<file path="src/design/isam_pkg.sv">
// shared constants and types of the i2c status flags and address mask block
package isam_pkg;
    // byte offsets on the register bus
    localparam logic [4:0] OFF_STATUS = 5'h00;
    localparam logic [4:0] OFF_MASK = 5'h04;
    localparam logic [4:0] OFF_TXBUF = 5'h08;
    localparam logic [4:0] OFF_RXBUF = 5'h0c;
    localparam logic [4:0] OFF_OWN = 5'h10;
    localparam logic [4:0] OFF_IRQST = 5'h14;
    localparam logic [4:0] OFF_IRQMSK = 5'h18;
    // status register bit positions
    localparam int B_TXFULL = 0;
    localparam int B_RXFULL = 1;
    localparam int B_DIR = 2;
    localparam int B_BEGIN = 3;
    localparam int B_HALT = 4;
    localparam int B_DATA = 5;
    localparam int B_OVF = 6;
    localparam int B_WCOL = 7;
    localparam int B_TEN = 8;
    // own address register: ten-bit mode select
    localparam int B_TENMODE = 15;
    // event bits of interrupt status and mask
    localparam int EV_START = 0;
    localparam int EV_STOP = 1;
    localparam int EV_RX = 2;
    localparam int EV_TXDONE = 3;
    localparam int EV_WCOL = 4;
    localparam int EV_OVF = 5;
    localparam int EV_W = 6;
    // widths, reset values and counts
    localparam int ADDR_W = 10;
    localparam logic [15:0] MASK_RST = 16'h0000;
    localparam logic [15:0] OWN_RST = 16'h0000;
    localparam logic [7:0] TX_IDLE = 8'hff;
    localparam logic [4:0] TEN_HDR = 5'h1e;
    localparam logic [3:0] BITS_LAST = 4'h7;
    localparam logic [3:0] BITS_BYTE = 4'h8;
    typedef enum logic [2:0] {S_IDLE, S_RECV, S_ACK, S_SEND, S_MACK} isam_state_t;
    typedef enum logic [1:0] {K_HDR, K_LOW, K_DATA} isam_kind_t;
endpackage

</file>
<file path="src/design/isam_pin_sync.sv">
// pin synchronisers and bus condition detection for scl and sda
`timescale 1ns/1ns
`default_nettype none
module isam_pin_sync (
    input wire logic clk,
    input wire logic srst,
    input wire logic sclPin,
    input wire logic sdaPin,
    output logic sclRise,
    output logic sclFall,
    output logic sdaLvl,
    output logic startDet,
    output logic stopDet
);
    logic sclMeta_ff;
    logic sclSync_ff;
    logic sclLast_ff;
    logic sdaMeta_ff;
    logic sdaSync_ff;
    logic sdaLast_ff;

    // two stages against metastability, third for edges; idle bus is high
    always_ff @(posedge clk) begin
        if (srst) begin
            sclMeta_ff <= 1'b1;
            sclSync_ff <= 1'b1;
            sclLast_ff <= 1'b1;
            sdaMeta_ff <= 1'b1;
            sdaSync_ff <= 1'b1;
            sdaLast_ff <= 1'b1;
        end else begin
            sclMeta_ff <= sclPin;
            sclSync_ff <= sclMeta_ff;
            sclLast_ff <= sclSync_ff;
            sdaMeta_ff <= sdaPin;
            sdaSync_ff <= sdaMeta_ff;
            sdaLast_ff <= sdaSync_ff;
        end
    end

    // sda moving while scl stays high marks start or stop
    assign sclRise = sclSync_ff & ~sclLast_ff;
    assign sclFall = ~sclSync_ff & sclLast_ff;
    assign sdaLvl = sdaSync_ff;
    assign startDet = sclSync_ff & sclLast_ff & sdaLast_ff & ~sdaSync_ff;
    assign stopDet = sclSync_ff & sclLast_ff & ~sdaLast_ff & sdaSync_ff;
endmodule
`default_nettype wire

</file>
<file path="src/design/isam_addr_match.sv">
// masked compare of an incoming slave address against the own address
`timescale 1ns/1ns
`default_nettype none
module isam_addr_match import isam_pkg::*; #(
    parameter int W = ADDR_W
) (
    input wire logic [W-1:0] candAddr,
    input wire logic [W-1:0] ownAddr,
    input wire logic [W-1:0] ignoreBits,
    output logic hit
);
    logic [W-1:0] bitOk;

    // a set ignore bit takes that position out of the compare
    genvar i;
    generate
        for (i = 0; i < W; i++) begin : g_bit
            assign bitOk[i] = ignoreBits[i] | (candAddr[i] == ownAddr[i]);
        end
    endgenerate
    assign hit = &bitOk;
endmodule
`default_nettype wire

</file>
<file path="src/design/isam_i2c_status.sv">
// avalon register file, slave byte engine and status flags of the i2c block
`timescale 1ns/1ns
`default_nettype none
module isam_i2c_status import isam_pkg::*; #(
    parameter int AW = ADDR_W
) (
    input wire logic clk,
    input wire logic srst,
    input wire logic [4:0] avs_address,
    input wire logic avs_read,
    input wire logic avs_write,
    input wire logic [31:0] avs_writedata,
    input wire logic [3:0] avs_byteenable,
    output logic [31:0] avs_readdata,
    output logic avs_waitrequest,
    output logic irq,
    input wire logic sclIn,
    input wire logic sdaIn,
    output logic sdaOut,
    output logic sdaOe
);
    // bus side
    logic waitRq_ff;
    logic [31:0] readData_ff;
    logic busReq;
    logic rdCommit;
    logic wrCommit;
    logic selStat;
    logic selMask;
    logic selTx;
    logic selRx;
    logic selOwn;
    logic selIrqSt;
    logic selIrqMsk;
    logic lane0;
    logic lane1;
    logic wrTx;
    logic wrTxOk;
    logic wrStat;
    logic rdRx;
    logic rdIrqSt;
    logic [31:0] rdMux;
    logic [15:0] statusWord;
    logic [15:0] maskWord;
    logic [15:0] ownWord;
    // software registers
    logic [AW-1:0] addressBitIgnore_ff;
    logic [AW-1:0] ownAddr_ff;
    logic tenMode_ff;
    logic [7:0] transmitBuffer_ff;
    logic [7:0] receiveBuffer_ff;
    logic [EV_W-1:0] irqStat_ff;
    logic [EV_W-1:0] irqMask_ff;
    logic [EV_W-1:0] nxt_irqStat;
    logic [EV_W-1:0] nxt_irqMask;
    logic [EV_W-1:0] evt;
    logic irq_ff;
    // status flags
    logic writeCollisionFlag_ff;
    logic receiveOverflowFlag_ff;
    logic receiveFullFlag_ff;
    logic transmitFullFlag_ff;
    logic tenBitMatchFlag_ff;
    logic dataKind_ff;
    logic haltFlag_ff;
    logic beginFlag_ff;
    logic dirRead_ff;
    // byte engine
    isam_state_t state_ff;
    isam_state_t nxt_state;
    isam_state_t afterAck_ff;
    isam_kind_t kind_ff;
    logic [3:0] bitCnt_ff;
    logic [7:0] rxSr_ff;
    logic [7:0] txSr_ff;
    logic [7:0] nxt_txSr;
    logic ackNow_ff;
    logic masterAck_ff;
    logic sdaOe_ff;
    logic sdaOut_ff;
    logic sclRise;
    logic sclFall;
    logic sdaLvl;
    logic startDet;
    logic stopDet;
    logic [7:0] rxByte;
    logic byteDone;
    logic isHdr;
    logic hit;
    logic [AW-1:0] candAddr;
    logic addrAck;
    logic lowAck;
    logic dataIn;
    logic loadRx;
    logic ovfEvt;
    logic ackIt;
    logic busy;
    logic wcolEvt;
    logic txDone;
    logic enterSend;

    isam_pin_sync u_sync (
        .clk(clk),
        .srst(srst),
        .sclPin(sclIn),
        .sdaPin(sdaIn),
        .sclRise(sclRise),
        .sclFall(sclFall),
        .sdaLvl(sdaLvl),
        .startDet(startDet),
        .stopDet(stopDet)
    );

    isam_addr_match #(.W(AW)) u_match (
        .candAddr(candAddr),
        .ownAddr(ownAddr_ff),
        .ignoreBits(addressBitIgnore_ff),
        .hit(hit)
    );

    // bus decode; a request commits on the edge that sees waitrequest low
    assign busReq = avs_read | avs_write;
    assign rdCommit = avs_read & ~waitRq_ff;
    assign wrCommit = avs_write & ~waitRq_ff;
    assign lane0 = avs_byteenable[0];
    assign lane1 = avs_byteenable[1];
    assign selStat = avs_address == OFF_STATUS;
    assign selMask = avs_address == OFF_MASK;
    assign selTx = avs_address == OFF_TXBUF;
    assign selRx = avs_address == OFF_RXBUF;
    assign selOwn = avs_address == OFF_OWN;
    assign selIrqSt = avs_address == OFF_IRQST;
    assign selIrqMsk = avs_address == OFF_IRQMSK;
    assign wrTx = wrCommit & selTx & lane0;
    assign wrStat = wrCommit & selStat & lane0;
    assign rdRx = rdCommit & selRx;
    assign rdIrqSt = rdCommit & selIrqSt;

    // collision window: buffer still occupied or a byte is on the wire
    assign busy = transmitFullFlag_ff | (state_ff == S_SEND);
    assign wrTxOk = wrTx & ~busy;
    assign wcolEvt = wrTx & busy;

    // read view; unimplemented bits read zero
    assign statusWord[B_TXFULL] = transmitFullFlag_ff;
    assign statusWord[B_RXFULL] = receiveFullFlag_ff;
    assign statusWord[B_DIR] = dirRead_ff;
    assign statusWord[B_BEGIN] = beginFlag_ff;
    assign statusWord[B_HALT] = haltFlag_ff;
    assign statusWord[B_DATA] = dataKind_ff;
    assign statusWord[B_OVF] = receiveOverflowFlag_ff;
    assign statusWord[B_WCOL] = writeCollisionFlag_ff;
    assign statusWord[B_TEN] = tenBitMatchFlag_ff;
    assign statusWord[15:B_TEN+1] = '0;
    assign maskWord = {{(16-AW){1'b0}}, addressBitIgnore_ff};
    assign ownWord = {tenMode_ff, {(15-AW){1'b0}}, ownAddr_ff};
    assign rdMux = selStat ? {16'h0000, statusWord} :
                   selMask ? {16'h0000, maskWord} :
                   selTx ? {24'h00_0000, transmitBuffer_ff} :
                   selRx ? {24'h00_0000, receiveBuffer_ff} :
                   selOwn ? {16'h0000, ownWord} :
                   selIrqSt ? {{(32-EV_W){1'b0}}, irqStat_ff} :
                   selIrqMsk ? {{(32-EV_W){1'b0}}, irqMask_ff} :
                   32'h0000_0000;

    // one wait cycle per access, data latched while waitrequest is high
    always_ff @(posedge clk) begin
        if (srst) begin
            waitRq_ff <= 1'b1;
            readData_ff <= 32'h0000_0000;
        end else begin
            waitRq_ff <= ~(busReq & waitRq_ff);
            if (busReq & waitRq_ff) begin
                readData_ff <= rdMux;
            end
        end
    end

    // mask and own address registers, with the ten-bit mode bit
    always_ff @(posedge clk) begin
        if (srst) begin
            addressBitIgnore_ff <= MASK_RST[AW-1:0];
            ownAddr_ff <= OWN_RST[AW-1:0];
            tenMode_ff <= OWN_RST[B_TENMODE];
        end else begin
            if (wrCommit & selMask & lane0) begin
                addressBitIgnore_ff[7:0] <= avs_writedata[7:0];
            end
            if (wrCommit & selMask & lane1) begin
                addressBitIgnore_ff[AW-1:8] <= avs_writedata[AW-1:8];
            end
            if (wrCommit & selOwn & lane0) begin
                ownAddr_ff[7:0] <= avs_writedata[7:0];
            end
            if (wrCommit & selOwn & lane1) begin
                ownAddr_ff[AW-1:8] <= avs_writedata[AW-1:8];
                tenMode_ff <= avs_writedata[B_TENMODE];
            end
        end
    end

    // events: sticky bits, a read of the interrupt status clears, a new event wins
    assign evt[EV_START] = startDet;
    assign evt[EV_STOP] = stopDet;
    assign evt[EV_RX] = loadRx;
    assign evt[EV_TXDONE] = txDone;
    assign evt[EV_WCOL] = wcolEvt;
    assign evt[EV_OVF] = ovfEvt;
    assign nxt_irqStat = (irqStat_ff & ~{EV_W{rdIrqSt}}) | evt;
    assign nxt_irqMask = (wrCommit & selIrqMsk & lane0) ? avs_writedata[EV_W-1:0] : irqMask_ff;

    // irq follows the next values so it never lags the visible status
    always_ff @(posedge clk) begin
        if (srst) begin
            irqStat_ff <= '0;
            irqMask_ff <= '0;
            irq_ff <= 1'b0;
        end else begin
            irqStat_ff <= nxt_irqStat;
            irqMask_ff <= nxt_irqMask;
            irq_ff <= |(nxt_irqStat & nxt_irqMask);
        end
    end

    // received byte and how the engine reads it
    assign rxByte = {rxSr_ff[6:0], sdaLvl};
    assign byteDone = sclRise & (state_ff == S_RECV) & (bitCnt_ff == BITS_LAST);
    assign isHdr = tenMode_ff & (rxByte[7:3] == TEN_HDR);
    assign candAddr = (kind_ff == K_LOW) ? {ownAddr_ff[AW-1:8], rxByte} :
                      isHdr ? {rxByte[2:1], ownAddr_ff[AW-3:0]} :
                      {ownAddr_ff[AW-1:7], rxByte[7:1]};
    // a ten-bit read header is only taken after the full address matched
    assign addrAck = byteDone & (kind_ff == K_HDR) & hit &
                     (~tenMode_ff | (isHdr & (~rxByte[0] | tenBitMatchFlag_ff)));
    assign lowAck = byteDone & (kind_ff == K_LOW) & hit;
    assign dataIn = byteDone & (kind_ff == K_DATA) & ~dirRead_ff;
    assign loadRx = dataIn & ~receiveFullFlag_ff;
    assign ovfEvt = dataIn & receiveFullFlag_ff;
    assign ackIt = addrAck | lowAck | loadRx;
    assign txDone = (state_ff == S_SEND) & sclFall & (bitCnt_ff == BITS_LAST);

    // byte engine sequencing; stop and start override any state
    always_comb begin
        nxt_state = state_ff;
        case (state_ff)
            S_IDLE: begin
                nxt_state = S_IDLE;
            end
            S_RECV: begin
                if (sclFall && bitCnt_ff == BITS_BYTE) nxt_state = S_ACK;
            end
            S_ACK: begin
                if (sclFall) nxt_state = afterAck_ff;
            end
            S_SEND: begin
                if (txDone) nxt_state = S_MACK;
            end
            S_MACK: begin
                if (sclFall) nxt_state = masterAck_ff ? S_SEND : S_IDLE;
            end
            default: begin
                nxt_state = S_IDLE;
            end
        endcase
        if (startDet) nxt_state = S_RECV;
        if (stopDet) nxt_state = S_IDLE;
    end

    // an empty buffer sends all ones, which leaves sda released
    assign enterSend = (nxt_state == S_SEND) & (state_ff != S_SEND);
    assign nxt_txSr = enterSend ? (transmitFullFlag_ff ? transmitBuffer_ff : TX_IDLE) :
                      ((state_ff == S_SEND) & sclFall) ? {txSr_ff[6:0], 1'b1} :
                      txSr_ff;

    // state, bit counter and shift registers
    always_ff @(posedge clk) begin
        if (srst) begin
            state_ff <= S_IDLE;
            bitCnt_ff <= 4'h0;
            rxSr_ff <= 8'h00;
            txSr_ff <= TX_IDLE;
        end else begin
            state_ff <= nxt_state;
            txSr_ff <= nxt_txSr;
            if (startDet || nxt_state != state_ff) begin
                bitCnt_ff <= 4'h0;
            end else if ((state_ff == S_RECV && sclRise) || (state_ff == S_SEND && sclFall)) begin
                bitCnt_ff <= bitCnt_ff + 4'h1;
            end
            if (state_ff == S_RECV && sclRise) begin
                rxSr_ff <= rxByte;
            end
        end
    end

    // byte kind, acknowledge decision and master answer
    always_ff @(posedge clk) begin
        if (srst) begin
            kind_ff <= K_HDR;
            afterAck_ff <= S_IDLE;
            ackNow_ff <= 1'b0;
            masterAck_ff <= 1'b0;
        end else begin
            if (startDet) begin
                kind_ff <= K_HDR;
            end else if (addrAck) begin
                kind_ff <= (tenMode_ff & ~rxByte[0]) ? K_LOW : K_DATA;
            end else if (lowAck) begin
                kind_ff <= K_DATA;
            end
            if (byteDone) begin
                ackNow_ff <= ackIt;
                afterAck_ff <= ~ackIt ? S_IDLE : (addrAck & rxByte[0]) ? S_SEND : S_RECV;
            end
            if (state_ff == S_MACK && sclRise) begin
                masterAck_ff <= ~sdaLvl;
            end
        end
    end

    // open drain: only ever pulls low, enable set while driving
    always_ff @(posedge clk) begin
        if (srst) begin
            sdaOe_ff <= 1'b0;
            sdaOut_ff <= 1'b0;
        end else begin
            sdaOe_ff <= ((nxt_state == S_ACK) & ackNow_ff) | ((nxt_state == S_SEND) & ~nxt_txSr[7]);
            sdaOut_ff <= 1'b0;
        end
    end

    // bus condition and address flags
    always_ff @(posedge clk) begin
        if (srst) begin
            beginFlag_ff <= 1'b0;
            haltFlag_ff <= 1'b0;
            tenBitMatchFlag_ff <= 1'b0;
            dirRead_ff <= 1'b0;
            dataKind_ff <= 1'b0;
        end else begin
            if (stopDet) begin
                beginFlag_ff <= 1'b0;
                haltFlag_ff <= 1'b1;
            end else if (startDet) begin
                beginFlag_ff <= 1'b1;
                haltFlag_ff <= 1'b0;
            end
            if (stopDet) begin
                tenBitMatchFlag_ff <= 1'b0;
            end else if (lowAck) begin
                tenBitMatchFlag_ff <= 1'b1;
            end
            if (addrAck) begin
                dirRead_ff <= rxByte[0];
            end
            if (addrAck | lowAck) begin
                dataKind_ff <= 1'b0;
            end else if (dataIn) begin
                dataKind_ff <= 1'b1;
            end
        end
    end

    // buffers and their flags; a hardware set wins over a software clear
    always_ff @(posedge clk) begin
        if (srst) begin
            writeCollisionFlag_ff <= 1'b0;
            receiveOverflowFlag_ff <= 1'b0;
            receiveFullFlag_ff <= 1'b0;
            transmitFullFlag_ff <= 1'b0;
            transmitBuffer_ff <= 8'h00;
            receiveBuffer_ff <= 8'h00;
        end else begin
            writeCollisionFlag_ff <= (writeCollisionFlag_ff & ~(wrStat & ~avs_writedata[B_WCOL])) | wcolEvt;
            receiveOverflowFlag_ff <= (receiveOverflowFlag_ff & ~(wrStat & ~avs_writedata[B_OVF])) | ovfEvt;
            receiveFullFlag_ff <= (receiveFullFlag_ff & ~rdRx) | loadRx;
            transmitFullFlag_ff <= (transmitFullFlag_ff & ~txDone) | wrTxOk;
            if (wrTxOk) begin
                transmitBuffer_ff <= avs_writedata[7:0];
            end
            if (loadRx) begin
                receiveBuffer_ff <= rxByte; // overflow keeps the older byte
            end
        end
    end

    assign avs_readdata = readData_ff;
    assign avs_waitrequest = waitRq_ff;
    assign irq = irq_ff;
    assign sdaOut = sdaOut_ff;
    assign sdaOe = sdaOe_ff;
endmodule
`default_nettype wire

</file>
<file path="config.mk">
export PLATFORM = sky130hd
export DESIGN_NAME = isam_i2c_status
export DESIGN_NICKNAME = d
export VERILOG_FILES = /design/src/design/isam_pkg.sv /design/src/design/isam_pin_sync.sv /design/src/design/isam_addr_match.sv /design/src/design/isam_i2c_status.sv
export SDC_FILE = /design/constraint.sdc
export NUM_CORES = 1
export LEC_CHECK = 0
export BUFFER_PORTS_ARGS = -buffer_cell sky130_fd_sc_hd__buf_4
export CORE_AREA = 2 2 191 99
export DETAILED_ROUTE_END_ITERATION = 8
export DIE_AREA = 0 0 193 101
export PLACE_DENSITY = 0.54
export SYNTH_ARGS = -nofsm -noshare
export SYNTH_HDL_FRONTEND = slang
export SYNTH_HIERARCHICAL = 1
export SYNTH_SLANG_ARGS = --single-unit
</file>
<file path="constraint.sdc">
create_clock -name clk -period 3.46 [get_ports clk]
set_clock_uncertainty 0.1 [all_clocks]
set_input_delay 0.346 -clock clk [delete_from_list [all_inputs] [get_ports clk]]
set_output_delay 0.346 -clock clk [all_outputs]
set_load 0.05 [all_outputs]
</file>
Word level (Yosys, flattened, before mapping)
Cells that the tools add are included.
{"block": "word_totals", "ff_bits": 128, "inputBits": 47, "out_inout_bits": 36}
{"block": "op_classes", "n_addsub": 1, "n_eq_ne": 29, "mux": 28, "bitwise": 94, "n_reduce_logical": 17}
{"op": "$mux W16", "n": 5}
{"op": "$and A1 B1 Y1", "n": 52}
{"op": "$mux W8", "n": 3}
{"op": "$or A1 B1 Y1", "n": 21}
{"op": "$eq A5 B5 Y1 const B", "n": 4}
{"op": "$mux W10", "n": 2}
{"op": "$mux W3", "n": 6}
{"op": "$mux W6", "n": 3}
{"op": "$not A1 Y1", "n": 17}
{"op": "$and A6 B6 Y6", "n": 2}
{"op": "$eq A3 B2 Y1 const B", "n": 4}
{"op": "$mux W2", "n": 6}
{"op": "$pmux W3 S4", "n": 1}
{"op": "$eq A1 B1 Y1", "n": 10}
{"op": "$eq A5 B4 Y1 const B", "n": 2}
{"op": "$reduce_and A10 Y1", "n": 1}
{"op": "$reduce_or A2 Y1", "n": 4}
{"op": "$not A6 Y6", "n": 1}
{"op": "$or A6 B6 Y6", "n": 1}
{"op": "$reduce_bool A2 Y1", "n": 3}
{"op": "$reduce_or A6 Y1", "n": 1}
{"op": "$eq A5 B3 Y1 const B", "n": 1}
{"op": "$logic_not A5 Y1", "n": 1}
{"op": "$add A4 B1 Y4 const B", "n": 1}
{"op": "12 further kinds", "n": 17}

Logic depth before layout (Yosys ltp)
{"block": "depth", "ltp_word": 14, "mapped_depth": 14, "ltp_nobuf": 12}

By module
The synthesis kept the hierarchy.
{"module": "isam_i2c_status", "instances": 1, "cells_each": 616, "area_per_inst_um2": 4963.5, "seq_area_each_um2": 1981.9}
{"module": "isam_pin_sync", "instances": 1, "cells_each": 16, "area_per_inst_um2": 190.2, "seq_area_each_um2": 120.1}
{"module": "isam_addr_match", "instances": 1, "cells_each": 17, "area_per_inst_um2": 130.1, "seq_area_each_um2": 0.0}

Least setup slack after synthesis
No wires, ideal clock.
{"block": "synth_path", "path_type": "reg-to-reg", "start": "register rxSr_ff[2]", "end": "register kind_ff[1]", "setup_ns": 0.129, "arrival_time_ns": 2.922, "required_time_ns": 3.231, "slack_ns": 0.309, "stages_incl_launch_ff": 14, "synth_period_minus_slack_ns": 3.151, "cell_sequence": "dfxtp_1 -> and4b_1 -> and3_1 -> clkbuf_1 -> nand2_1 -> mux2_2 -> xnor2_1 -> o22ai_1 -> or4_1 -> nor2_1 -> nand4_1 -> or3_1 -> nor3_1 -> a2111oi_0"}
{"block": "synth_between", "elab_chain_len": 10}
{"element": "start: declaration", "line": "isam_i2c_status.sv:74", "rtl": "logic [7:0] rxSr_ff;"}
{"element": "start signal: assignment", "line": "isam_i2c_status.sv:291", "rtl": "rxSr_ff <= rxByte;"}
{"element": "$eq A5 B5 Y1 (*)", "line": "isam_i2c_status.sv:228", "rtl": "assign isHdr = tenMode_ff & (rxByte[7:3] == TEN_HDR);"}
{"element": "$and A1 B1 Y1 (*)", "line": "isam_i2c_status.sv:228"}
{"element": "$mux W10 (*)", "line": "isam_i2c_status.sv:230", "rtl": "isHdr ? {rxByte[2:1], ownAddr_ff[AW-3:0]} :"}
{"element": "$mux W10 (*)", "line": "isam_i2c_status.sv:229", "rtl": "assign candAddr = (kind_ff == K_LOW) ? {ownAddr_ff[AW-1:8], rxByte} :"}
{"element": "net candAddr[8]", "line": "isam_i2c_status.sv:90", "rtl": "logic [AW-1:0] candAddr;"}
{"element": "$eq A1 B1 Y1 (*)", "line": "isam_addr_match.sv:18", "rtl": "assign bitOk[i] = ignoreBits[i] | (candAddr[i] == ownAddr[i]);"}
{"element": "$or A1 B1 Y1 (*)", "line": "isam_addr_match.sv:18"}
{"element": "$reduce_and A10 Y1 (*)", "line": "isam_addr_match.sv:21", "rtl": "assign hit = &bitOk;"}
{"element": "net hit", "line": "isam_i2c_status.sv:89", "rtl": "logic hit;"}
{"element": "$and A1 B1 Y1 (2 in series)", "line": "isam_i2c_status.sv:233", "rtl": "assign addrAck = byteDone & (kind_ff == K_HDR) & hit &"}
{"element": "$mux W2 / $reduce_bool A2 Y1 (equally long branches)"}
{"element": "end signal: assignment", "line": "isam_i2c_status.sv:307", "rtl": "kind_ff <= (tenMode_ff & ~rxByte[0]) ? K_LOW : K_DATA;"}
{"element": "end: declaration", "line": "isam_i2c_status.sv:72", "rtl": "isam_kind_t kind_ff;"}
Mark *: on every way through the listed nets, which the timed path passes. The rest lies on a longest branch.
A chain may end at the register's enable or synchronous reset.

Worst setup path in the final report
Ends and elaborated chain as after synthesis.

==> impl_metrics.py <==
metrics = {
    "sta": {
        "max_slew_margin_pct": 33.6,
        "rsz0062_at_grt": "no",
        "finalSetupViolations": 0,
        "layout_min_cycle_time_ns": 3.25,
        "timing.fmax_ghz": 0.308,
        "final-max-slew-violation-count": 0,
        "totalNegativeSetupSlack_ns": 0,
        "fin_crit_sh_pct": 93.9,
        "tightest_slew_ns": 0.996,
        "finalHoldViolations": 0,
    },
    "floorplan": {
        "core_sq_um": 18000,
        "ios": 83,
        "die_h_um": 101,
        "die_width_um": 193,
        "start_util_pct": 29.4,
        "die_area_sq_um": 19500,
        "rows": 35,
    },
    "synthesis": {
        "synthXorXnorAreaFrac_pct": 2.32,
        "synth_edf_count": 0,
        "ys_ff_latch": 105,
        "yosysWarnings": 6,
        "synth_cell_types": 72,
        "synth_simple_gate_area_share_pct": 24.1,
        "syn_area_sq_um": 5280,
        "synth_compound_area_share_pct": 18.7,
        "netlist_instances": 649,
        "async_flop_share_pct": 0,
        "ys_seq_area_share_pct": 39.8,
        "synth_ff_type": "dfxtp_1",
        "synth_top_family_by_area": "simple AND/OR/NAND/NOR gates",
        "avgSynthCellArea_sq_um": 8.14,
        "synthMuxAreaShare_pct": 6.54,
        "synth_fa_ha_area_share_pct": 0.474,
    },
    "worst_setup_path": {
        "worstPathArrival_ns": 3.34,
        "worstSetupPathType": "reg2reg",
        "start_kind": "flop",
        "end_kind": "flop",
        "worstPathRequired_ns": 3.55,
        "critPathMaxFanout": 4,
    },
    "route": {
        "vias": 4889,
        "drtPass1Iterations": 5,
        "routedWlPerCell_um": 18.7,
        "drc": 0,
        "via_per_inst": 5.30,
        "ant_nets": 0,
        "drt_iter0_markers": 519,
        "drt-total-wl_mm": 17.2,
    },
    "cts": {
        "cts_tree": "built",
        "numCtsBuffers": 9,
        "cts_root_buf": "clkbuf_16",
        "cts_sinks": 105,
        "path_clk_slew_ns": 0.07,
        "cts_buffer_depth": 2,
        "clk_latency_ns": 0.36,
        "htree_levels": 3,
    },
    "power": {
        "vdd_drop_max_v": 0.000215,
        "power_density_nw_per_um2": 426,
        "p_leak_nw": 2.40,
    },
    "placed_design": {
        "place_congestion": 0.923,
        "hpwl_mm": 13.0,
        "io_buffer_count": 37,
        "dp_cells": 906,
    },
    "status": {
        "status": "completed",
    },
    "hold_path": {
        "hold_class": "in2reg",
    },
    "final_layout": {
        "multiInputGateArea_sq_um": 2840,
        "fin_cells": 923,
        "final_layout_size_suffix_gt1_share_pct": 12.6,
        "fillers": 1925,
        "layout.cells.most_common": "dfxtp_1",
        "layout.nets": 727,
        "antennaDiodeCount": 0,
        "final-seq-area_sq_um": 2100,
        "final_cell_mix": "dfxtp_1, nand2_1, a21oi_1",
        "syn_to_final_growth_pct": 15.0,
    },
    "grt": {
        "grt_pass1_vias": 4292,
        "grt.met3_usage_pct": 5.88,
        "grt.total_usage_pct": 18.0,
        "grt_busiest_layer": "met1",
        "grt_use_met2_pct": 19.9,
        "grt_max_degree": 96,
        "antenna_found_initial": 0,
        "grt_overflow": 0,
        "grt_first_pass_wirelength_mm": 25.9,
        "grt_use_met1_pct": 30.9,
    },
    "run": {
        "drv_cap": 0,
    },
}
## layer usage
layer	routed length [um]	part of all wire, %
met1	9370	54
met2	5890	34
met3	1870	11
met4	112	0.65
met5	0	0
## where the power goes
| part | leakage (nW) | switching [W] | internal [W] |
|---|---|---|---|
| combinational | 1.41 | 0.000181 | 0.0000590 |
| sequential | 0.848 | 0.00000809 | 0.00122 |
| clock | 0.145 | 0.000488 | 0.000638 |
| total | 2.40 | 0.000677 | 0.00191 |
## critical path, cell delays in order (launching register included)
cell and delay [ns]:
dfxtp_1 0.33, and4b_1 0.21, and3_2 0.26, nand2_1 0.12, mux2_2 0.35, xnor2_1 0.14
o22ai_1 0.08, or4_1 0.54, nor2_1 0.16, nand4_1 0.16, or3_4 0.42, nor3_1 0.14
a2111oi_0 0.09
## cells by family (layout without fill, tap and decap cells)
| kind of cell | count (synthesis) | in the layout |
|---|---|---|
| xor gates and xnor gates | 14 | 14 |
| DFF | 105 | 105 |
| buffers and inverters | 83 | 96 |
| muxes | 34 | 34 |
| adders and majority gates | 2 | 2 |
| other | 1 | 22 |
| and+or+nand+nor | 256 | 256 |
| AOI/OAI and AO/OA | 154 | 154 |
## cell usage after synthesis (3+ instances only)
cell type | instances | area [sq um]
nor2b_1 | 9 | 56.3
buf_4 | 22 | 165
and3_1 | 5 | 31.3
a21oi_1 | 64 | 320
or2_1 | 7 | 43.8
nand3b_1 | 4 | 30.0
o2111ai_1 | 3 | 26.3
dfxtp_1 | 105 | 2100
a2bb2oi_1 | 3 | 26.3
and3b_1 | 4 | 35.0
xnor2_1 | 12 | 105
and4b_1 | 5 | 50.1
nand2b_1 | 7 | 43.8
o21ai_0 | 21 | 105
nor4_1 | 6 | 37.5
o22ai_1 | 13 | 81.3
a22oi_1 | 5 | 37.5
clkbuf_1 | 27 | 101
nor3_1 | 15 | 75.1
o311ai_0 | 3 | 26.3
o211ai_1 | 8 | 60.1
nand2_1 | 87 | 327
o221ai_1 | 7 | 61.3
nand4_1 | 5 | 31.3
nand3_1 | 20 | 100
inv_1 | 22 | 82.6
or4_1 | 3 | 22.5
mux2i_1 | 30 | 300
buf_2 | 7 | 35.0
nand4b_1 | 3 | 26.3
nor2_1 | 62 | 233
mux2_2 | 4 | 45.0
## state kept, by name, summed over array words and instances (netlist names), 2 cells and up
register	cells
ownAddr_ff	10
addressBitIgnore_ff	10
transmitBuffer_ff	8
rxSr_ff	7
state_ff	3
afterAck_ff	2
kind_ff	2
receiveBuffer_ff	8
irqStat_ff	6
bitCnt_ff	4
txSr_ff	8
irqMask_ff	6
avs_readdata	11
## path summary, 6_finish.rpt
path / start / end / slack [ns] / depth (start not counted)
setup / recovery: rxSr_ff[2] / kind_ff[1] / 0.21 / 12
hold / removal: sdaIn / u_sync/sdaMeta_ff / 0.08 / 2
hold reg to reg: u_sync/sclMeta_ff / u_sync/sclSync_ff / 0.31 / 1
setup reg to reg: rxSr_ff[2] / kind_ff[1] / 0.21 / 12
## metrics by stage
step | total power (W) | cell area [sq um] | util (%) | hold slack [ns] | setup slack (ns)
CTS | 0.00260 | 6060 | 33.8 | 0.0719 | 0.172
finish | 0.00259 | 6080 | 33.9 | 0.0752 | 0.212
global placement | 0.00149 | 5740 | 32.0 | 0.288 | 0.236
floorplan | 0.00143 | 5360 | - | 0.283 | 0.309
global route | 0.00267 | 6080 | 33.9 | 0.0678 | 0.00374
detailed placement | 0.00149 | 5740 | 32.0 | 0.292 | 0.176
## repair_timing
action | in CTS | in global routing
buffers inserted | 0 | 1
hold buffers | 0 | 0
endpoints found under the setup margin | 0 | 2
gates resized for setup | 0 | 2
## area by class of cell
type,count,area share (%)
inverter,23,1.42
clock buffer,10,3.77
timing repair buffer,57,7.04
tap,240,4.94
sequential,105,34.6
clock inverter,6,1.50
multi-input combinational,482,46.7
(Power assumes the default switching activity.)
